[src/verilog/lpm_defines.vh]
`ifndef LPM_DEFINES_VH
`define LPM_DEFINES_VH
// Register byte offsets
`define LPM_OFF_DYNREF    12'h008
`define LPM_OFF_SLEEP     12'h010
`define LPM_OFF_PWRSAVE   12'h084
`define LPM_OFF_TIMEOUT   12'h100
`define LPM_OFF_STATUS    12'h104
`define LPM_OFF_MEMTYPE   12'h108
// Field positions
`define LPM_BIT_SELFREF   5
`define LPM_BIT_DEEP      0
`define LPM_BIT_PRECHG    1
`define LPM_BIT_CLKHALT   0
`define LPM_BIT_LPDDR1    0
// Reset values: every allow bit clear
`define LPM_RST_DYNREF    32'h00000C88
`define LPM_RST_SLEEP     32'h00000000
`define LPM_RST_PWRSAVE   32'h00000414
`define LPM_RST_TIMEOUT   32'h00000010
`define LPM_RST_MEMTYPE   32'h00000001
// Idle timeout is counted in units of 32 clocks
`define LPM_TO_UNIT       32'h00000020
// Init sequence length after deep sleep exit, in cycles
`define LPM_INIT_CYCLES   16'h0040
// AXI responses
`define LPM_RESP_OKAY     2'h0
`define LPM_RESP_SLVERR   2'h2
`endif

[src/verilog/lpm_axil_slave.v]
`timescale 1ns/1ns
`include "lpm_defines.vh"
// AXI4-Lite register slave for the low-power manager
module lpm_axil_slave (
	input  wire        clk,
	input  wire        rstn,
	input  wire [11:0] s_axi_awaddr,
	input  wire        s_axi_awvalid,
	output wire        s_axi_awready,
	input  wire [31:0] s_axi_wdata,
	input  wire [3:0]  s_axi_wstrb,
	input  wire        s_axi_wvalid,
	output wire        s_axi_wready,
	output wire [1:0]  s_axi_bresp,
	output wire        s_axi_bvalid,
	input  wire        s_axi_bready,
	input  wire [11:0] s_axi_araddr,
	input  wire        s_axi_arvalid,
	output wire        s_axi_arready,
	output wire [31:0] s_axi_rdata,
	output wire [1:0]  s_axi_rresp,
	output wire        s_axi_rvalid,
	input  wire        s_axi_rready,
	input  wire [31:0] statusWord,
	output wire [31:0] dynRefWord,
	output wire [31:0] sleepWord,
	output wire [31:0] pwrSaveWord,
	output wire [31:0] timeoutWord,
	output wire [31:0] memTypeWord
);
	reg        awHeld_ff;    // Write address captured
	reg [11:0] awAddr_ff;
	reg        wHeld_ff;     // Write data captured
	reg [31:0] wData_ff;
	reg [3:0]  wStrb_ff;
	reg        bValid_ff;
	reg [1:0]  bResp_ff;
	reg        rValid_ff;
	reg [31:0] rData_ff;
	reg [1:0]  rResp_ff;
	reg [31:0] dynRef_ff;
	reg [31:0] sleep_ff;
	reg [31:0] pwrSave_ff;
	reg [31:0] timeout_ff;
	reg [31:0] memType_ff;
	wire       doWrite;
	reg        wrHit;
	reg [31:0] rdMux;
	reg        rdHit;

	// Address and data accepted in either order, one write at a time
	assign s_axi_awready = !awHeld_ff && !bValid_ff;
	assign s_axi_wready  = !wHeld_ff && !bValid_ff;
	assign s_axi_arready = !rValid_ff;
	assign s_axi_bvalid  = bValid_ff;
	assign s_axi_bresp   = bResp_ff;
	assign s_axi_rvalid  = rValid_ff;
	assign s_axi_rdata   = rData_ff;
	assign s_axi_rresp   = rResp_ff;
	assign doWrite = awHeld_ff && wHeld_ff && !bValid_ff;
	assign dynRefWord  = dynRef_ff;
	assign sleepWord   = sleep_ff;
	assign pwrSaveWord = pwrSave_ff;
	assign timeoutWord = timeout_ff;
	assign memTypeWord = memType_ff;

	// Byte-lane merge helper
	function [31:0] merge;
		input [31:0] old;
		input [31:0] nw;
		input [3:0]  strb;
		integer i;
		begin
			merge = old;
			for (i = 0; i < 4; i = i + 1) begin
				if (strb[i]) begin
					merge[i*8 +: 8] = nw[i*8 +: 8];
				end
			end
		end
	endfunction

	// Write decode
	always @* begin
		case (awAddr_ff)
			`LPM_OFF_DYNREF, `LPM_OFF_SLEEP, `LPM_OFF_PWRSAVE,
			`LPM_OFF_TIMEOUT, `LPM_OFF_MEMTYPE: wrHit = 1'b1;
			default: wrHit = 1'b0;
		endcase
	end

	// Read decode; status is read-only
	always @* begin
		rdHit = 1'b1;
		// Low address bits ignored, as on the write side
		case ({s_axi_araddr[11:2], 2'b00})
			`LPM_OFF_DYNREF:  rdMux = dynRef_ff;
			`LPM_OFF_SLEEP:   rdMux = sleep_ff;
			`LPM_OFF_PWRSAVE: rdMux = pwrSave_ff;
			`LPM_OFF_TIMEOUT: rdMux = timeout_ff;
			`LPM_OFF_STATUS:  rdMux = statusWord;
			`LPM_OFF_MEMTYPE: rdMux = memType_ff;
			default: begin
				rdMux = 32'h00000000;
				rdHit = 1'b0;
			end
		endcase
	end

	// Write channel and register storage
	always @(posedge clk or negedge rstn) begin
		if (!rstn) begin
			awHeld_ff  <= 1'b0;
			awAddr_ff  <= 12'h000;
			wHeld_ff   <= 1'b0;
			wData_ff   <= 32'h00000000;
			wStrb_ff   <= 4'h0;
			bValid_ff  <= 1'b0;
			bResp_ff   <= `LPM_RESP_OKAY;
			dynRef_ff  <= `LPM_RST_DYNREF;   // [RQ17]
			sleep_ff   <= `LPM_RST_SLEEP;    // [RQ17]
			pwrSave_ff <= `LPM_RST_PWRSAVE;  // [RQ17]
			timeout_ff <= `LPM_RST_TIMEOUT;
			memType_ff <= `LPM_RST_MEMTYPE;
		end else begin
			if (s_axi_awvalid && s_axi_awready) begin
				awHeld_ff <= 1'b1;
				awAddr_ff <= {s_axi_awaddr[11:2], 2'b00};
			end
			if (s_axi_wvalid && s_axi_wready) begin
				wHeld_ff <= 1'b1;
				wData_ff <= s_axi_wdata;
				wStrb_ff <= s_axi_wstrb;
			end
			if (doWrite) begin
				awHeld_ff <= 1'b0;
				wHeld_ff  <= 1'b0;
				bValid_ff <= 1'b1;
				bResp_ff  <= wrHit ? `LPM_RESP_OKAY : `LPM_RESP_SLVERR;
				// Fabric master steers each allow bit here [RQ13]
				case (awAddr_ff)
					`LPM_OFF_DYNREF:  dynRef_ff  <= merge(dynRef_ff, wData_ff, wStrb_ff);
					`LPM_OFF_SLEEP:   sleep_ff   <= merge(sleep_ff, wData_ff, wStrb_ff);
					`LPM_OFF_PWRSAVE: pwrSave_ff <= merge(pwrSave_ff, wData_ff, wStrb_ff);
					`LPM_OFF_TIMEOUT: timeout_ff <= merge(timeout_ff, wData_ff, wStrb_ff);
					`LPM_OFF_MEMTYPE: memType_ff <= merge(memType_ff, wData_ff, wStrb_ff);
					default: ;
				endcase
			end else if (bValid_ff && s_axi_bready) begin
				bValid_ff <= 1'b0;
			end
		end
	end

	// Read channel, one cycle to data
	always @(posedge clk or negedge rstn) begin
		if (!rstn) begin
			rValid_ff <= 1'b0;
			rData_ff  <= 32'h00000000;
			rResp_ff  <= `LPM_RESP_OKAY;
		end else if (s_axi_arvalid && s_axi_arready) begin
			rValid_ff <= 1'b1;
			rData_ff  <= rdMux;
			rResp_ff  <= rdHit ? `LPM_RESP_OKAY : `LPM_RESP_SLVERR;
		end else if (rValid_ff && s_axi_rready) begin
			rValid_ff <= 1'b0;
		end
	end
endmodule

[src/verilog/lpm_idle_timer.v]
`timescale 1ns/1ns
`include "lpm_defines.vh"
// Idle timer: counts x32 units while the controller stays idle
module lpm_idle_timer (
	input  wire        clk,
	input  wire        rstn,
	input  wire        run,
	input  wire [15:0] limitX32,
	output wire        expired
);
	reg [4:0]  subCnt_ff;   // Cycles within one x32 unit
	reg [15:0] unitCnt_ff;  // Whole units elapsed
	reg        done_ff;

	assign expired = done_ff;

	// Restart whenever activity drops run
	always @(posedge clk or negedge rstn) begin
		if (!rstn) begin
			subCnt_ff  <= 5'h00;
			unitCnt_ff <= 16'h0000;
			done_ff    <= 1'b0;
		end else if (!run) begin
			subCnt_ff  <= 5'h00;
			unitCnt_ff <= 16'h0000;
			done_ff    <= 1'b0;
		end else if (!done_ff) begin
			subCnt_ff <= subCnt_ff + 5'h01;
			if (subCnt_ff == 5'h1F) begin
				unitCnt_ff <= unitCnt_ff + 16'h0001;
			end
			// A zero limit still waits one unit
			if (subCnt_ff == 5'h1F && unitCnt_ff + 16'h0001 >= limitX32) begin
				done_ff <= 1'b1;
			end
		end
	end
endmodule

[src/verilog/lpm_power_manager.v]
// Function
// RQ1 - Self-refresh entered when requested and idle
// RQ2 - Self-refresh left on withdrawal or new request
// RQ3 - Precharge sleep after programmed idle timeout
// RQ4 - Precharge sleep keeps only clock-enable driven
// RQ5 - Precharge sleep exits: refresh, request, disallow
// RQ6 - Deep sleep only for first-generation LPDDR
// RQ7 - Deep sleep entered when allowed and idle
// RQ8 - No refresh in deep sleep; data lost
// RQ9 - Deep sleep disallow exits and reinitialises memory
// RQ10 - Clock halt only for first-generation LPDDR
// RQ11 - Clock halts when allowed and idle
// RQ12 - Clock restarts when halt disallowed
// RQ13 - Fabric master writes allow bits over bus
// RQ14 - Combined word: bit0 deep, bit1 precharge
// RQ15 - Power-save word bit0 allows clock halt
// RQ16 - Dynamic refresh word bit5 requests self-refresh
// RQ17 - All allow bits clear after reset
//
// Chosen here: the register addresses and the AXI4-Lite slave port.
`timescale 1ns/1ns
`include "lpm_defines.vh"
module lpm_power_manager (
	input  wire        clk,
	input  wire        rstn,
	input  wire [11:0] s_axi_awaddr,
	input  wire        s_axi_awvalid,
	output wire        s_axi_awready,
	input  wire [31:0] s_axi_wdata,
	input  wire [3:0]  s_axi_wstrb,
	input  wire        s_axi_wvalid,
	output wire        s_axi_wready,
	output wire [1:0]  s_axi_bresp,
	output wire        s_axi_bvalid,
	input  wire        s_axi_bready,
	input  wire [11:0] s_axi_araddr,
	input  wire        s_axi_arvalid,
	output wire        s_axi_arready,
	output wire [31:0] s_axi_rdata,
	output wire [1:0]  s_axi_rresp,
	output wire        s_axi_rvalid,
	input  wire        s_axi_rready,
	input  wire        coreRequest,
	input  wire        opsPending,
	input  wire        refreshDue,
	input  wire        initDone,
	output wire        coreGrant,
	output wire        refreshGrant,
	output wire        memIoEnable,
	output wire        memClkEnable,
	output wire        memCke,
	output wire        selfRefreshCmd,
	output wire        deepSleepCmd,
	output wire        initStart,
	output wire [5:0]  lpState
);
	// One-hot power states
	localparam [5:0] ST_ACTIVE  = 6'h01;
	localparam [5:0] ST_SELFREF = 6'h02;
	localparam [5:0] ST_PRECHG  = 6'h04;
	localparam [5:0] ST_DEEP    = 6'h08;
	localparam [5:0] ST_CLKHALT = 6'h10;
	localparam [5:0] ST_REINIT  = 6'h20;

	wire [31:0] dynRefWord;     // Dynamic refresh config word
	wire [31:0] sleepWord;      // Combined sleep config word
	wire [31:0] pwrSaveWord;    // Power save config word
	wire [31:0] timeoutWord;    // Sleep idle timeout
	wire [31:0] memTypeWord;    // Bit0 set: first-generation LPDDR
	wire [31:0] statusWord;     // State readback
	wire        selfRefreshRequestBit;
	wire        prechargeSleepAllow;
	wire        deepSleepAllow;
	wire        memoryClockHaltAllow;
	wire        isLpddr1;
	wire        idleNow;
	wire        timerExpired;
	reg  [5:0]  state_ff;
	reg  [5:0]  nxt_state;
	reg  [15:0] initCnt_ff;     // Reinit sequence cycles
	reg  [15:0] nxt_initCnt;
	reg         initStart_ff;
	reg         nxt_initStart;
	reg         dataLost_ff;    // Sticky: contents gone after deep sleep
	reg         nxt_dataLost;

	// Register slave
	lpm_axil_slave uBus (
		.clk           (clk),
		.rstn          (rstn),
		.s_axi_awaddr  (s_axi_awaddr),
		.s_axi_awvalid (s_axi_awvalid),
		.s_axi_awready (s_axi_awready),
		.s_axi_wdata   (s_axi_wdata),
		.s_axi_wstrb   (s_axi_wstrb),
		.s_axi_wvalid  (s_axi_wvalid),
		.s_axi_wready  (s_axi_wready),
		.s_axi_bresp   (s_axi_bresp),
		.s_axi_bvalid  (s_axi_bvalid),
		.s_axi_bready  (s_axi_bready),
		.s_axi_araddr  (s_axi_araddr),
		.s_axi_arvalid (s_axi_arvalid),
		.s_axi_arready (s_axi_arready),
		.s_axi_rdata   (s_axi_rdata),
		.s_axi_rresp   (s_axi_rresp),
		.s_axi_rvalid  (s_axi_rvalid),
		.s_axi_rready  (s_axi_rready),
		.statusWord    (statusWord),
		.dynRefWord    (dynRefWord),
		.sleepWord     (sleepWord),
		.pwrSaveWord   (pwrSaveWord),
		.timeoutWord   (timeoutWord),
		.memTypeWord   (memTypeWord)
	);

	// Field extraction
	assign selfRefreshRequestBit = dynRefWord[`LPM_BIT_SELFREF];    // [RQ16]
	assign deepSleepAllow        = sleepWord[`LPM_BIT_DEEP];        // [RQ14]
	assign prechargeSleepAllow   = sleepWord[`LPM_BIT_PRECHG];      // [RQ14]
	assign memoryClockHaltAllow  = pwrSaveWord[`LPM_BIT_CLKHALT];   // [RQ15]
	assign isLpddr1              = memTypeWord[`LPM_BIT_LPDDR1];

	// Idle means nothing queued and nothing new arriving
	assign idleNow = !opsPending && !coreRequest;

	// Timer only runs while active, idle and sleep allowed
	lpm_idle_timer uTimer (
		.clk      (clk),
		.rstn     (rstn),
		.run      (state_ff == ST_ACTIVE && idleNow && prechargeSleepAllow),
		.limitX32 (timeoutWord[15:0]),
		.expired  (timerExpired)
	);

	// Next-state logic; deeper savings take priority on entry
	always @* begin
		nxt_state     = state_ff;
		nxt_initCnt   = initCnt_ff;
		nxt_initStart = 1'b0;
		nxt_dataLost  = dataLost_ff;
		case (state_ff)
			ST_ACTIVE: begin
				if (deepSleepAllow && isLpddr1 && idleNow) begin // [RQ6] [RQ7]
					nxt_state    = ST_DEEP;
					nxt_dataLost = 1'b1;                           // [RQ8]
				end else if (selfRefreshRequestBit && idleNow) begin // [RQ1]
					nxt_state = ST_SELFREF;
				end else if (memoryClockHaltAllow && isLpddr1 && idleNow) begin // [RQ10] [RQ11]
					nxt_state = ST_CLKHALT;
				end else if (timerExpired && idleNow && !refreshDue) begin // [RQ3]
					nxt_state = ST_PRECHG;
				end
			end
			ST_SELFREF: begin
				// Memory refreshes itself; leave on withdrawal or traffic
				if (!selfRefreshRequestBit || coreRequest) begin   // [RQ2]
					nxt_state = ST_ACTIVE;
				end
			end
			ST_PRECHG: begin
				if (refreshDue || coreRequest || !prechargeSleepAllow) begin // [RQ5]
					nxt_state = ST_ACTIVE;
				end
			end
			ST_DEEP: begin
				// Requests wait: only clearing the allow bit wakes it
				if (!deepSleepAllow) begin                          // [RQ9]
					nxt_state     = ST_REINIT;
					nxt_initCnt   = `LPM_INIT_CYCLES;
					nxt_initStart = 1'b1;
				end
			end
			ST_CLKHALT: begin
				// Requests wait until the halt is disallowed
				if (!memoryClockHaltAllow) begin                    // [RQ12]
					nxt_state = ST_ACTIVE;
				end
			end
			ST_REINIT: begin
				// Minimum init window, then wait for the init engine
				if (initCnt_ff != 16'h0000) begin
					nxt_initCnt = initCnt_ff - 16'h0001;
				end else if (initDone) begin                       // [RQ9]
					nxt_state    = ST_ACTIVE;
					nxt_dataLost = 1'b0;
				end
			end
			default: begin
				nxt_state = ST_ACTIVE;
			end
		endcase
	end

	// State registers
	always @(posedge clk or negedge rstn) begin
		if (!rstn) begin
			state_ff     <= ST_ACTIVE;
			initCnt_ff   <= 16'h0000;
			initStart_ff <= 1'b0;
			dataLost_ff  <= 1'b0;
		end else begin
			state_ff     <= nxt_state;
			initCnt_ff   <= nxt_initCnt;
			initStart_ff <= nxt_initStart;
			dataLost_ff  <= nxt_dataLost;
		end
	end

	// Core traffic only flows while fully active
	assign coreGrant    = (state_ff == ST_ACTIVE);
	// No refresh issued from deep sleep, self-refresh or reinit
	assign refreshGrant = (state_ff == ST_ACTIVE) || (state_ff == ST_PRECHG && refreshDue); // [RQ8]
	// Only clock-enable stays driven in precharge and deep sleep
	assign memIoEnable  = !(state_ff == ST_PRECHG || state_ff == ST_DEEP ||
		state_ff == ST_SELFREF);                                      // [RQ4]
	assign memClkEnable = !(state_ff == ST_CLKHALT);                    // [RQ11]
	// CKE low in every power-down style state except clock halt
	assign memCke       = (state_ff == ST_ACTIVE || state_ff == ST_CLKHALT ||
		state_ff == ST_REINIT);
	assign selfRefreshCmd = (state_ff == ST_SELFREF);
	assign deepSleepCmd   = (state_ff == ST_DEEP);
	assign initStart      = initStart_ff;
	assign lpState        = state_ff;
	// Status readback: state bits plus data-lost flag
	assign statusWord     = {23'h000000, dataLost_ff, 2'b00, state_ff};
endmodule

[config.mk]
export PLATFORM = sky130hd
export DESIGN_NAME = lpm_power_manager
export DESIGN_NICKNAME = d
export VERILOG_FILES = /design/src/verilog/lpm_axil_slave.v /design/src/verilog/lpm_idle_timer.v /design/src/verilog/lpm_power_manager.v
export VERILOG_INCLUDE_DIRS = /design/src /design/src/verilog
export SDC_FILE = /design/constraint.sdc
export NUM_CORES = 1
export LEC_CHECK = 0
export BUFFER_PORTS_ARGS = -buffer_cell sky130_fd_sc_hd__buf_2
export CORE_MARGIN = 2
export CORE_UTILIZATION = 35
export CTS_CLUSTER_DIAMETER = 60
export DETAILED_ROUTE_END_ITERATION = 10
export HOLD_SLACK_MARGIN = 0.05
export PLACE_DENSITY = 0.59
export SLEW_MARGIN = 20
export SYNTH_ARGS = -nofsm -noshare
export SYNTH_HDL_FRONTEND = slang
export SYNTH_SLANG_ARGS = --single-unit
[constraint.sdc]
create_clock -name clk -period 3.2 [get_ports clk]
set_clock_uncertainty 0.1 [all_clocks]
set_input_delay 0.16 -clock clk [delete_from_list [all_inputs] [get_ports clk]]
set_output_delay 0.16 -clock clk [all_outputs]
set_load 0.05 [all_outputs]
* Word-level counts from Yosys, hierarchy flattened
Index checks and enable logic that the tools add are counted. Widths: inputs -> output; s select.
Word-level totals: output and inout port bits 55, input port bits 71, flip-flop bits (word level) 292, logic and storage cells 184
Cells by class: eq/ne operators 29, add/sub/neg operators 3, $lt $le $gt $ge 1, mux-type cells 41, reductions and logical operators 73
Operator list (count):
- $pmux 32 s6 | 1
- $mux 16 | 5
- $reduce_and 3->1 | 21
- $mux 6 | 10
- $eq 10x7->1 const B | 5
- $pmux 6 s6 | 1
- $pmux 16 s2 | 1
- $logic_and 1x1->1 | 21
- $eq 10x2->1 const B | 2
- $eq 10x3->1 const B | 2
- $eq 10x6->1 const B | 2
- $mux 1 | 18
- $add 16x1->16 const B | 1
- $ge 16x16->1 | 1
- $ne 2x2->1 const B | 8
- $reduce_bool 16->1 | 1
- $sub 16x1->16 const B | 1
- $reduce_bool 2->1 | 6
- $logic_not 1->1 | 11
- $mux 5 | 2
- $logic_or 1x1->1 | 8
- $reduce_and 7->1 | 1
- $eq 6x1->1 const B | 1
- $eq 6x2->1 const B | 1
- other kinds (14) | 16

* Longest topological paths before layout
Gate-level depths: netlist of run 1.
depth in word-level cells 9, mapped depth 10, mapped depth without buffers 10

* By module
A second synthesis of run 1 with hierarchy kept.
Unflattened totals: cell total of the unflattened synthesis 1191, area total of the unflattened synthesis 14151.1 um^2
By module, submodules not included:
- lpm_axil_slave | times used 1, area each 10975.5 um^2, cells each 835
- lpm_idle_timer | times used 1, area each 1704.1 um^2, cells each 191
- lpm_power_manager | times used 1, area each 1471.4 um^2, cells each 165

* Worst setup path before layout of run 1
No wires, ideal clock.
kind register to output, start point register state_ff[2] (netlist: lpState[2]), end point output port memIoEnable, stages on the path, launching flop included 4, setup slack -136 ps, data required time 2940 ps, path buffers 0, data arrival time 3076 ps, path through dfrtp_1 > or4_1 > nor3b_1 > nor3_1
Between the ends: elaborated cells on any way between the ends 6
RTL lines:
- start: declaration | line lpm_power_manager.v:78 | reg [5:0] state_ff;
- start signal: assignment | line lpm_power_manager.v:202 | state_ff <= nxt_state;
- $eq 6x2->1
- net selfRefreshCmd | line lpm_power_manager.v:52 | output wire selfRefreshCmd,
- $logic_or 1x1->1 | line lpm_power_manager.v:214 | assign memIoEnable = !(state_ff == ST_PRECHG || state_ff == ST_DEEP ||
- $logic_not 1->1 | line lpm_power_manager.v:214
- end: declaration | line lpm_power_manager.v:49 | output wire memIoEnable,
The timed path passes the listed nets, and every way through them passes these cells.

* Worst setup path in the final report of run 1
start point register state_ff[2] (netlist: lpState[2]), end point output port memCke
Between the ends: longest elaborated chain between the ends 3, elaborated cells on any way between the ends 5
RTL lines:
- $eq 6x1->1 or $eq 6x5->1 (tied branches) | line lpm_power_manager.v:218 | assign memCke = (state_ff == ST_ACTIVE || state_ff == ST_CLKHALT ||
- $logic_or 1x1->1 | line lpm_power_manager.v:218
- $logic_or 1x1->1 (*) | line lpm_power_manager.v:218
- end: declaration | line lpm_power_manager.v:51 | output wire memCke,
Mark *: on every way between the ends. The rest lies on a longest branch, timed or not.

==> flow_metrics.env, run 1 <==
export IMPL_pin_count=126
export IMPL_synth_area_leaders="dfrtp_1, mux2_2, a22o_1, dfstp_2, ha_1"
export IMPL_area_delta_synth_final_pct=22.6
export IMPL_gp_congestion=0.830
export IMPL_syn_mean_instance_area_sq_um=12.2
export IMPL_finish_instance_area_sq_mm=0.0165
export IMPL_portBuffers=119
export IMPL_layout_core_utilization_pct=43.6
export IMPL_postSynthCellCount=1097
export IMPL_antenna_found_initial=1
export IMPL_synth_flop_type="dfrtp_1"
export IMPL_detailroute_via_count=9556
export IMPL_worst_ep_arrival_time_ps=2450
export IMPL_synth_area_leader_cell="dfrtp_1"
export IMPL_min_period_over_period_pct=84.7
export IMPL_leading_post_synthesis_cells_by_instance_count="dfrtp_1, mux2_2, nand2_1, nor2_1, o21ai_0"
export IMPL_p_leak_nw=7.68
export IMPL_yosysMostFrequentCell="dfrtp_1"
export IMPL_finalHoldViolations=0
export IMPL_cp_end_kind="output port"
export IMPL_crit_path_start_kind="flop"
export IMPL_flops_latches_synth=290
export IMPL_cts_buffers_inserted=35
export IMPL_clock_tree_from_tritoncts="done"
export IMPL_cts_resized=0
export IMPL_timing_critical_path_fanout_max=7
export IMPL_clk_sinks=290
export IMPL_synth_edff_count=0
export IMPL_clk_transition_reported_paths_ps=50
export IMPL_hold_ws_ps=111
export IMPL_period_needed_ps=2710
export IMPL_detailed_place_hpwl_um=23700
export IMPL_initial_utilization_pct=35.6
export IMPL_htree_num_levels=2
export IMPL_netlist_area_sq_mm=0.0134
export IMPL_ws_path_type="reg -> out"
export IMPL_timing_setup_tns_ps=0
export IMPL_ir_worst_vdd_mv=0.427
export IMPL_slew_limit_headroom_pct=43.3
export IMPL_first_global_vias=9696
export IMPL_layout_cells_sized_above_1_pct=34.0
export IMPL_worst_slew_pin_transition_ps=850
export IMPL_status="finished clean"
export IMPL_die_w_um=200
export IMPL_netlist_area_leader_share_pct=52.2
export IMPL_min_path_type="in -> reg"
export IMPL_yosysUniqueCellTypes=70
export IMPL_grt_first_pass_wirelength_um=54600
export IMPL_die_area_sq_mm=0.0400
export IMPL_number_of_pins_exceeding_their_max_slew_limit_in_the_final_report=0
export IMPL_drt_drc_violations_left=0
export IMPL_route_final_wire_length_um=34400
export IMPL_clock_insertion_delay_worst_skew_ps=530
export IMPL_cts_path_max_buffers=3
export IMPL_cp_data_required_time_ps=2940
export IMPL_design_power_total_mw=10.0
export IMPL_drt_iter0_drc=531
export IMPL_count_of_antenna_diodes_in_the_layout=0
export IMPL_antenna_violating_nets_post_route=0
export IMPL_final_fill_count=3578
export IMPL_dieHeight_um=200
export IMPL_max_cap_violations=0
export IMPL_floorplan_rows=71
export IMPL_yosysWarningCount=0
export IMPL_grt_setup_unrepaired="false"
export IMPL_drtPass1Iterations=7
export IMPL_clockRootBuffer="clkbuf_16"
export IMPL_setup_violations=0
export IMPL_congestion_overflow_gr=0
export IMPL_globalRouteTotalUtil_pct=17.8
export IMPL_asyncSetResetFlopFracSynth_pct=100
export IMPL_route_detailed_vias_per_inst=5.22
export IMPL_design_core_area_sq_mm=0.0378
export IMPL_routed_wire_length_per_instance_um=18.8
export IMPL_max_freq_ghz=0.369
export IMPL_postPlaceCellArea_sq_mm=0.0148
export IMPL_fin_nets=1385
export IMPL_grt_start_max_net_pins=84
export IMPL_power_per_cell_area_mw_per_mm2=608
export IMPL_portion_of_the_post_synthesis_area_used_by_sequential_elements_pct=54.1
-- worst paths after layout --
path,start,endpoint,slack (ps),depth (start not counted)
worst max-delay path,lpState[2],memCke,490,4
worst min-delay path,refreshDue,lpState[1],110,4
worst max register to register,uTimer.unitCnt_ff[0],uTimer.expired,500,10
worst min register to register,uBus.s_axi_rdata[10],uBus.s_axi_rdata[10],380,2
max in group asynchronous,rstn,uBus.timeoutWord[4],1980,3
min in group asynchronous,rstn,initCnt_ff[0],130,2
-- timing repair --
item / CTS / global route
setup buffers: 0 / 0
hold buffers: 56 / 0
hold endpoints to repair: 137 / 0
-- cells in the final DEF (no fill, tap or decap), drive strengths merged, types with 8 or more instances in the layout --
cell type    instances
dfrtp              280
mux2               215
buf                147
nand2               77
nor2                65
dlygate4sd3         56
clkbuf              51
o21ai               49
a22o                32
inv                 27
a21oi               21
mux2i               21
ha                  20
xnor2               16
xor2                16
a221oi              16
nor3                16
nand3               12
nand2b              11
nor2b               11
nor4                11
a222oi              10
dfstp               10
and2                 9
nand4                8
or4                  8
-- logic make-up (layout without fill, tap and decap cells) --
family	Yosys count	count (layout)	synth area share, %
flops	290	290	54.1
fa+ha+maj	20	20	1.86
compound gates	182	182	9.57
mux	236	236	19.6
xor+xnor	32	32	2.09
other cells	1	2	0.0279
simple gates	266	266	10.6
buf+inv	70	291	2.09
-- sequential cells by signal, summed over array words and instances, names as in the netlist, 4 cells and up --
name,count
uBus.dynRefWord,32
uBus.memTypeWord,32
uBus.pwrSaveWord,32
uBus.s_axi_rdata,32
uBus.sleepWord,32
uBus.timeoutWord,32
uBus.wData_ff,32
initCnt_ff,16
uTimer.unitCnt_ff,16
uBus.awAddr_ff,10
lpState,6
uTimer.subCnt_ff,5
uBus.wStrb_ff,4
-- critical path: stages, from the launching register on --
cell     delay (ps)
dfrtp_1         490
or4_1           600
nor3b_1         430
or3_1           170
buf_2           250
-- metal layers --
| layer | vias up | GRT usage, % | share of wire, % |
|---|---|---|---|
| met5 | - | 0 | 0 |
| met4 | 0 | 5.19 | 2.3 |
| met3 | 53 | 3.24 | 5.8 |
| met2 | 264 | 28.4 | 46 |
| met1 | 4814 | 24.7 | 46 |
| li1 | 4425 | - | - |
-- where the power goes --
part / leakage [nW] / internal [mW] / switching [mW]
Sequential: 3.89 / 4.12 / 0.590
Clock: 0.553 / 2.41 / 1.53
Combinational: 3.24 / 0.639 / 0.733
-- per-stage QoR --
| step | setup slack (ps) | std cells |
|---|---|---|
| 2_1_floorplan | 430 | 1098 |
| 3_3_place_gp | 515 | 1712 |
| 3_5_place_dp | 495 | 1712 |
| 4_1_cts | 454 | 1830 |
| 5_1_grt | 200 | 1830 |
| 6_report | 491 | 1830 |
-- layout make-up --
class                           count  area [sq um]  area share (%)
Inverter                           26          97.6           0.593
Clock inverter                     11           181            1.10
Sequential cell                   290          7270            44.1
Multi-Input combinational cell    738          5910            35.9
Timing Repair Buffer              203          1410            8.58
Clock buffer                       51           956            5.80
Tap cell                          511           639            3.88
Note: power is estimated with default switching activity, not from simulation.
==> run 2, diff against run 1 <==
- clock period: 3.2 -> 2.6 ns (I/O delays scaled with it)
==> run 2 against run 1 <==
Global-route usage rose by 0.25 points. Final cell count rose by 2.2%. Flip-flop and latch count did not move. Critical endpoint is now memIoEnable. Largest cell class unchanged.
==> flow_metrics.env, run 2 (synthesis results as in run 1) <==
export IMPL_setup_violations=0
export IMPL_crit_path_start_kind="flop"
export IMPL_finish_instance_area_sq_mm=0.0169
export IMPL_grt_first_pass_wirelength_um=55000
export IMPL_min_path_cells=5
export IMPL_preCtsSetupSlack_ps=-17.0
export IMPL_globalRouteTotalUtil_pct=18.0
export IMPL_grt_start_max_net_pins=63
export IMPL_ir_worst_vdd_mv=0.658
export IMPL_regToRegEndpoint="uTimer.expired"
export IMPL_initial_utilization_pct=35.6
export IMPL_antenna_found_initial=3
export IMPL_max_freq_ghz=0.401
export IMPL_final_instance_count_excl_fill=1870
export IMPL_area_delta_synth_final_pct=25.8
export IMPL_design_core_area_sq_mm=0.0378
export IMPL_route_final_wire_length_um=35300
export IMPL_antenna_violating_nets_post_route=0
export IMPL_layout_cells_sized_above_1_pct=36.7
export IMPL_mostFrequentLayoutCell="dfrtp_1"
export IMPL_drtPass1Iterations=6
export IMPL_cts_path_max_buffers=3
export IMPL_drt_drc_violations_left=0
export IMPL_die_area_sq_mm=0.0400
export IMPL_routed_wire_length_per_instance_um=18.9
export IMPL_detailed_place_hpwl_um=24200
export IMPL_slew_limit_headroom_pct=40.3
export IMPL_power_per_cell_area_mw_per_mm2=736
export IMPL_r2r_start="uTimer.unitCnt_ff[0]"
export IMPL_cts_buffers_inserted=36
export IMPL_ws_path_type="reg -> out"
export IMPL_detailroute_via_count=9626
export IMPL_min_period_over_period_pct=96.0
export IMPL_min_path_type="in -> reg"
export IMPL_congestion_overflow_gr=0
export IMPL_final_fill_count=3539
export IMPL_timing_setup_tns_ps=0
export IMPL_setup_slack_ps=104
export IMPL_timing_critical_path_fanout_max=6
export IMPL_mostFrequentLayoutCells="dfrtp_1, mux2_2, buf_2"
export IMPL_worst_r2r_path_depth=10
export IMPL_grt_setup_unrepaired="true"
export IMPL_gp_congestion=0.801
export IMPL_clock_insertion_delay_worst_skew_ps=540
export IMPL_pin_count=126
export IMPL_postPlaceCellArea_sq_mm=0.0150
export IMPL_max_cap_violations=0
export IMPL_clockRootBuffer="clkbuf_16"
export IMPL_finalHoldViolations=0
export IMPL_ff2ff_setup_slack_ps=110
export IMPL_portBuffers=119
export IMPL_clock_tree_from_tritoncts="done"
export IMPL_whs_endpoint="uBus.s_axi_rdata[2]"
export IMPL_floorplan_rows=71
export IMPL_route_detailed_vias_per_inst=5.15
export IMPL_dieHeight_um=200
export IMPL_htree_num_levels=2
export IMPL_worst_ep_arrival_time_ps=2270
export IMPL_die_w_um=200
export IMPL_cp_data_required_time_ps=2370
export IMPL_period_needed_ps=2500
export IMPL_placed_cells_incl_taps=1740
export IMPL_clk_transition_reported_paths_ps=50
export IMPL_status="finished clean"
export IMPL_cp_end_kind="output port"
export IMPL_fin_nets=1423
export IMPL_first_global_vias=9660
export IMPL_timing_hold_worst_start="s_axi_araddr[4]"
export IMPL_clk_sinks=290
export IMPL_number_of_pins_exceeding_their_max_slew_limit_in_the_final_report=0
export IMPL_worst_slew_pin_transition_ps=896
export IMPL_drt_iter0_drc=541
export IMPL_design_power_total_mw=12.4
export IMPL_p_leak_nw=7.91
[run 2: cell count changes in the layout (fill, tap and decap cells not counted), sizes merged]
cell	change
clkbuf	-4
bufinv	-2
diode	+2
inv	+1
clkinv	+4
dlygate4sd3	+6
buf	+30
clkinvlp	+3
[run 2: through the flow]
| stage | hold slack, ps | utilization, % |
|---|---|---|
| finish | 81.0 | 44.7 |
| global route | 112 | 44.7 |
| CTS | 55.5 | 44.6 |
| detailed placement | 22.2 | 39.8 |
| global placement | 27.0 | 39.8 |
| floorplan | -266 | - |
[run 2: area by class of cell]
cell class | count | area (sq um) | area share (%)
timing repair buffer | 240 | 1760 | 10.4
clock buffer | 46 | 988 | 5.85
inverter | 26 | 101 | 0.600
sequential | 290 | 7270 | 43.0
antenna | 2 | 5.00 | 0.0296
multi-input combinational | 738 | 5950 | 35.2
clock inverter | 17 | 179 | 1.06
tap | 511 | 639 | 3.78
[run 2: worst max-delay path by stage]
stage,depth (start not counted),endpoint,from,slack (ps)
2_1_floorplan,4,memIoEnable,lpState[4],-90
3_3_place_gp,10,uTimer.expired,uTimer.unitCnt_ff[0],30
3_5_place_dp,5,uBus.dynRefWord[5],uBus.awAddr_ff[6],-20
4_1_cts,4,deepSleepCmd,lpState[0],30
5_1_grt,10,uTimer.expired,uTimer.unitCnt_ff[0],-80
6_report,5,memIoEnable,lpState[0],100
[run 2: critical path, stage by stage, from the launching register on]
cell and delay [ps]:
dfstp_2 400, or4_4 550, or3b_4 430, clkinvlp_4 110
nor3_1 60, buf_4 200
[run 2: power breakdown]
part	internal (mW)	total, mW	switching, mW
Sequential	5.07	5.79	0.719
Clock	2.91	4.90	1.98
Combinational	0.838	1.75	0.908
Total	8.82	12.4	3.61
[run 2: layer usage]
layer	vias to the layer above	part of all wire (%)	GRT usage (%)
met1	4856	46	24.6
met2	217	46	28.9
met4	2	2.5	5.90
li1	4496	-	-
met5	-	0.040	0
met3	55	5.1	3.56
[run 2: what timing repair did]
item	in CTS	in global routing
endpoints found under the setup margin	10	31
setup buffers	1	2
hold endpoints to repair	345	0
pin swaps	1	2
hold buffers	62	0
resized for setup	5	10
==> run 3, diff against run 2 <==
- BUFFER_PORTS_ARGS: -buffer_cell sky130_fd_sc_hd__buf_2 -> not set
- DONT_BUFFER_PORTS: not set -> 1
- PLACE_DENSITY: 0.59 -> 0.56
- REMOVE_ABC_BUFFERS: not set -> 1
- SLEW_MARGIN: 20 -> 10
==> run 3 against run 2 <==
The run now ends with hold timing left. Count of clock-buffer cells in the layout grew 4. Critical path depth increased by 5. Fmax down 2.1%. Register-to-register slack lost 60 ps. Largest cell class unchanged. Core utilization down 0.94 points. Non-clock buffer count decreased by 101. Critical endpoint is now uTimer.expired. First-iteration DRC count increased by 24%. Sequential share of layout area increased by 0.94 points.
==> flow_metrics.env, run 3 (synthesis results as in run 1) <==
export IMPL_first_global_vias=9624
export IMPL_clk_sinks=290
export IMPL_power_per_cell_area_mw_per_mm2=762
export IMPL_setup_violations=0
export IMPL_critical_path_cell_count=10
export IMPL_timing_setup_tns_ps=0
export IMPL_htree_num_levels=2
export IMPL_route_detailed_vias_per_inst=5.34
export IMPL_worst_r2r_path_depth=10
export IMPL_detailroute_wirelength_met2_um=16100
export IMPL_clockRootBuffer="clkbuf_16"
export IMPL_topRoutingLayerUsed="met4"
export IMPL_worst_path_dominant_cell_family="compound AO/OA/AOI/OAI gates"
export IMPL_die_w_um=200
export IMPL_ir_worst_vdd_mv=0.618
export IMPL_area_delta_synth_final_pct=23.1
export IMPL_portBuffers=0
export IMPL_initial_utilization_pct=35.6
export IMPL_clock_insertion_delay_worst_skew_ps=520
export IMPL_finalHoldViolations=290
export IMPL_timing_critical_path_fanout_max=4
export IMPL_period_needed_ps=2550
export IMPL_p_int_mw=9.11
export IMPL_design_core_area_sq_mm=0.0378
export IMPL_route_final_wire_length_um=35500
export IMPL_routed_wire_length_per_instance_um=20.0
export IMPL_min_period_over_period_pct=98.1
export IMPL_hold_ws_ps=-801
export IMPL_ws_path_type="reg -> reg"
export IMPL_fin_nets=1321
export IMPL_cp_data_required_time_ps=2920
export IMPL_mostFrequentLayoutCell="dfrtp_1"
export IMPL_drt_drc_violations_left=0
export IMPL_status="complete, but fails checks"
export IMPL_dieHeight_um=200
export IMPL_globalRouteTotalUtil_pct=18.3
export IMPL_worst_ep_arrival_time_ps=2870
export IMPL_min_path_type="in -> async"
export IMPL_mostFrequentLayoutCells="dfrtp_1, mux2_2, dlygate4sd3_1"
export IMPL_drtPass1Iterations=6
export IMPL_die_area_sq_mm=0.0400
export IMPL_detailed_place_hpwl_um=22800
export IMPL_layout_cells_sized_above_1_pct=31.0
export IMPL_met1_length_um=16700
export IMPL_power_share_sequential_pct=47.2
export IMPL_slew_limit_headroom_pct=41.7
export IMPL_grt_first_pass_wirelength_um=55900
export IMPL_critical_path_top_cell_by_count="ha_1"
export IMPL_antenna_found_initial=0
export IMPL_number_of_pins_exceeding_their_max_slew_limit_in_the_final_report=0
export IMPL_cts_path_max_buffers=3
export IMPL_combinationalPowerShare_pct=11.3
export IMPL_clock_tree_from_tritoncts="done"
export IMPL_max_cap_violations=0
export IMPL_crit_chain="ha_1 > and3_1 > nand4_1 > nor2_1 > xor2_1 > ha_1 > o21ai_0 > o21ai_1 > a41oi_1 > a2111oi_2"
export IMPL_swShare_pct=27.7
export IMPL_gp_congestion=0.793
export IMPL_worst_slew_pin_transition_ps=875
export IMPL_p_leak_nw=7.53
export IMPL_worst_setup_path_start="uTimer.unitCnt_ff[0]"
export IMPL_amount_of_wire_on_met3_after_detailed_routing_um=1930
export IMPL_clock_power_share_pct=41.5
export IMPL_drt_iter0_drc=672
export IMPL_antenna_violating_nets_post_route=0
export IMPL_r2r_start="uTimer.unitCnt_ff[0]"
export IMPL_grt_setup_unrepaired="true"
export IMPL_critPathSlowestCell="dfrtp_1"
export IMPL_ctsHoldBuffers=75
export IMPL_crit_path_start_kind="flop"
export IMPL_cp_end_kind="flop"
export IMPL_clk_transition_reported_paths_ps=60
export IMPL_worst_path_buf_inv=0
export IMPL_pin_count=126
export IMPL_power_net_switching_mw=3.49
export IMPL_grt_start_max_net_pins=291
export IMPL_finish_instance_area_sq_mm=0.0165
export IMPL_cts_buffers_inserted=35
export IMPL_max_freq_ghz=0.392
export IMPL_congestion_overflow_gr=0
export IMPL_floorplan_rows=71
export IMPL_detailroute_via_count=9447
export IMPL_failed_checks="hold timing"
export IMPL_critical_path_max_stage_delay_ps=410
export IMPL_postPlaceCellArea_sq_mm=0.0144
-- run 3: cell count changes in the layout (fill, tap and decap cells not counted), moves of 2 or more --
cell,change
buf_2,-115
nor3b_4,+2
dlygate4sd3_1,+10
clkbuf_8,+4
clkinv_2,-4
nor3b_2,-2
buf_4,+5
bufinv_16,+2
-- run 3: area by class of cell --
class                           count  area, sq um
Inverter                           26         97.6
Sequential cell                   290         7270
Tap cell                          511          639
Multi-Input combinational cell    738         5980
Clock inverter                     13          178
Clock buffer                       50         1060
Fill cell                        3579        21200
Antenna cell                        2         5.00
Timing Repair Buffer              139         1300
-- run 3: stage by stage --
stage / hold slack [ps] / std cells / utilization [%] / setup slack [ps] / power (mW)
2_1_floorplan: -266 / 1054 / - / -706 / 6.77
3_3_place_gp: -247 / 1623 / 38.2 / 30.8 / 7.31
5_1_grt: -822 / 1767 / 43.8 / -113 / 13.2
4_1_cts: -813 / 1762 / 43.6 / -26.8 / 12.7
3_5_place_dp: -247 / 1623 / 38.2 / -2.04 / 7.36
6_report: -801 / 1769 / 43.8 / 50.1 / 12.6
-- run 3: power by group through the flow --
stage / clock (mW) / sequential [mW] / combinational [mW]
after detailed placement: 0 / 6.04 / 1.32
after CTS: 5.34 / 5.96 / 1.44
after global placement: 0 / 6.02 / 1.28
after floorplan: 0 / 5.77 / 0.992
after global routing: 5.54 / 6.07 / 1.55
final: 5.22 / 5.95 / 1.43
-- run 3: layer usage --
metal  vias up  GRT usage [%]
li1       4306              -
met1      4874           26.0
met2       222           28.7
met3        45           3.39
met4         0           5.10
met5         -              0
-- run 3: repair_timing --
item / in CTS / in global routing
pin swaps: 0 / 2
endpoints found under the setup margin: 3 / 7
endpoints found under the hold margin: 386 / 290
resized for setup: 7 / 12
setup buffers: 1 / 6
-- run 3: final timing paths --
kind | end | slack, ps
setup / recovery | uTimer.expired | 50
hold reg to reg | uBus.memTypeWord[25] | 400
setup reg to reg | uTimer.expired | 50
max in group asynchronous | uBus.wData_ff[7] | 2680
min in group clk | uBus.s_axi_rdata[23] | 70
hold / removal | uBus.s_axi_rdata[26] | -800
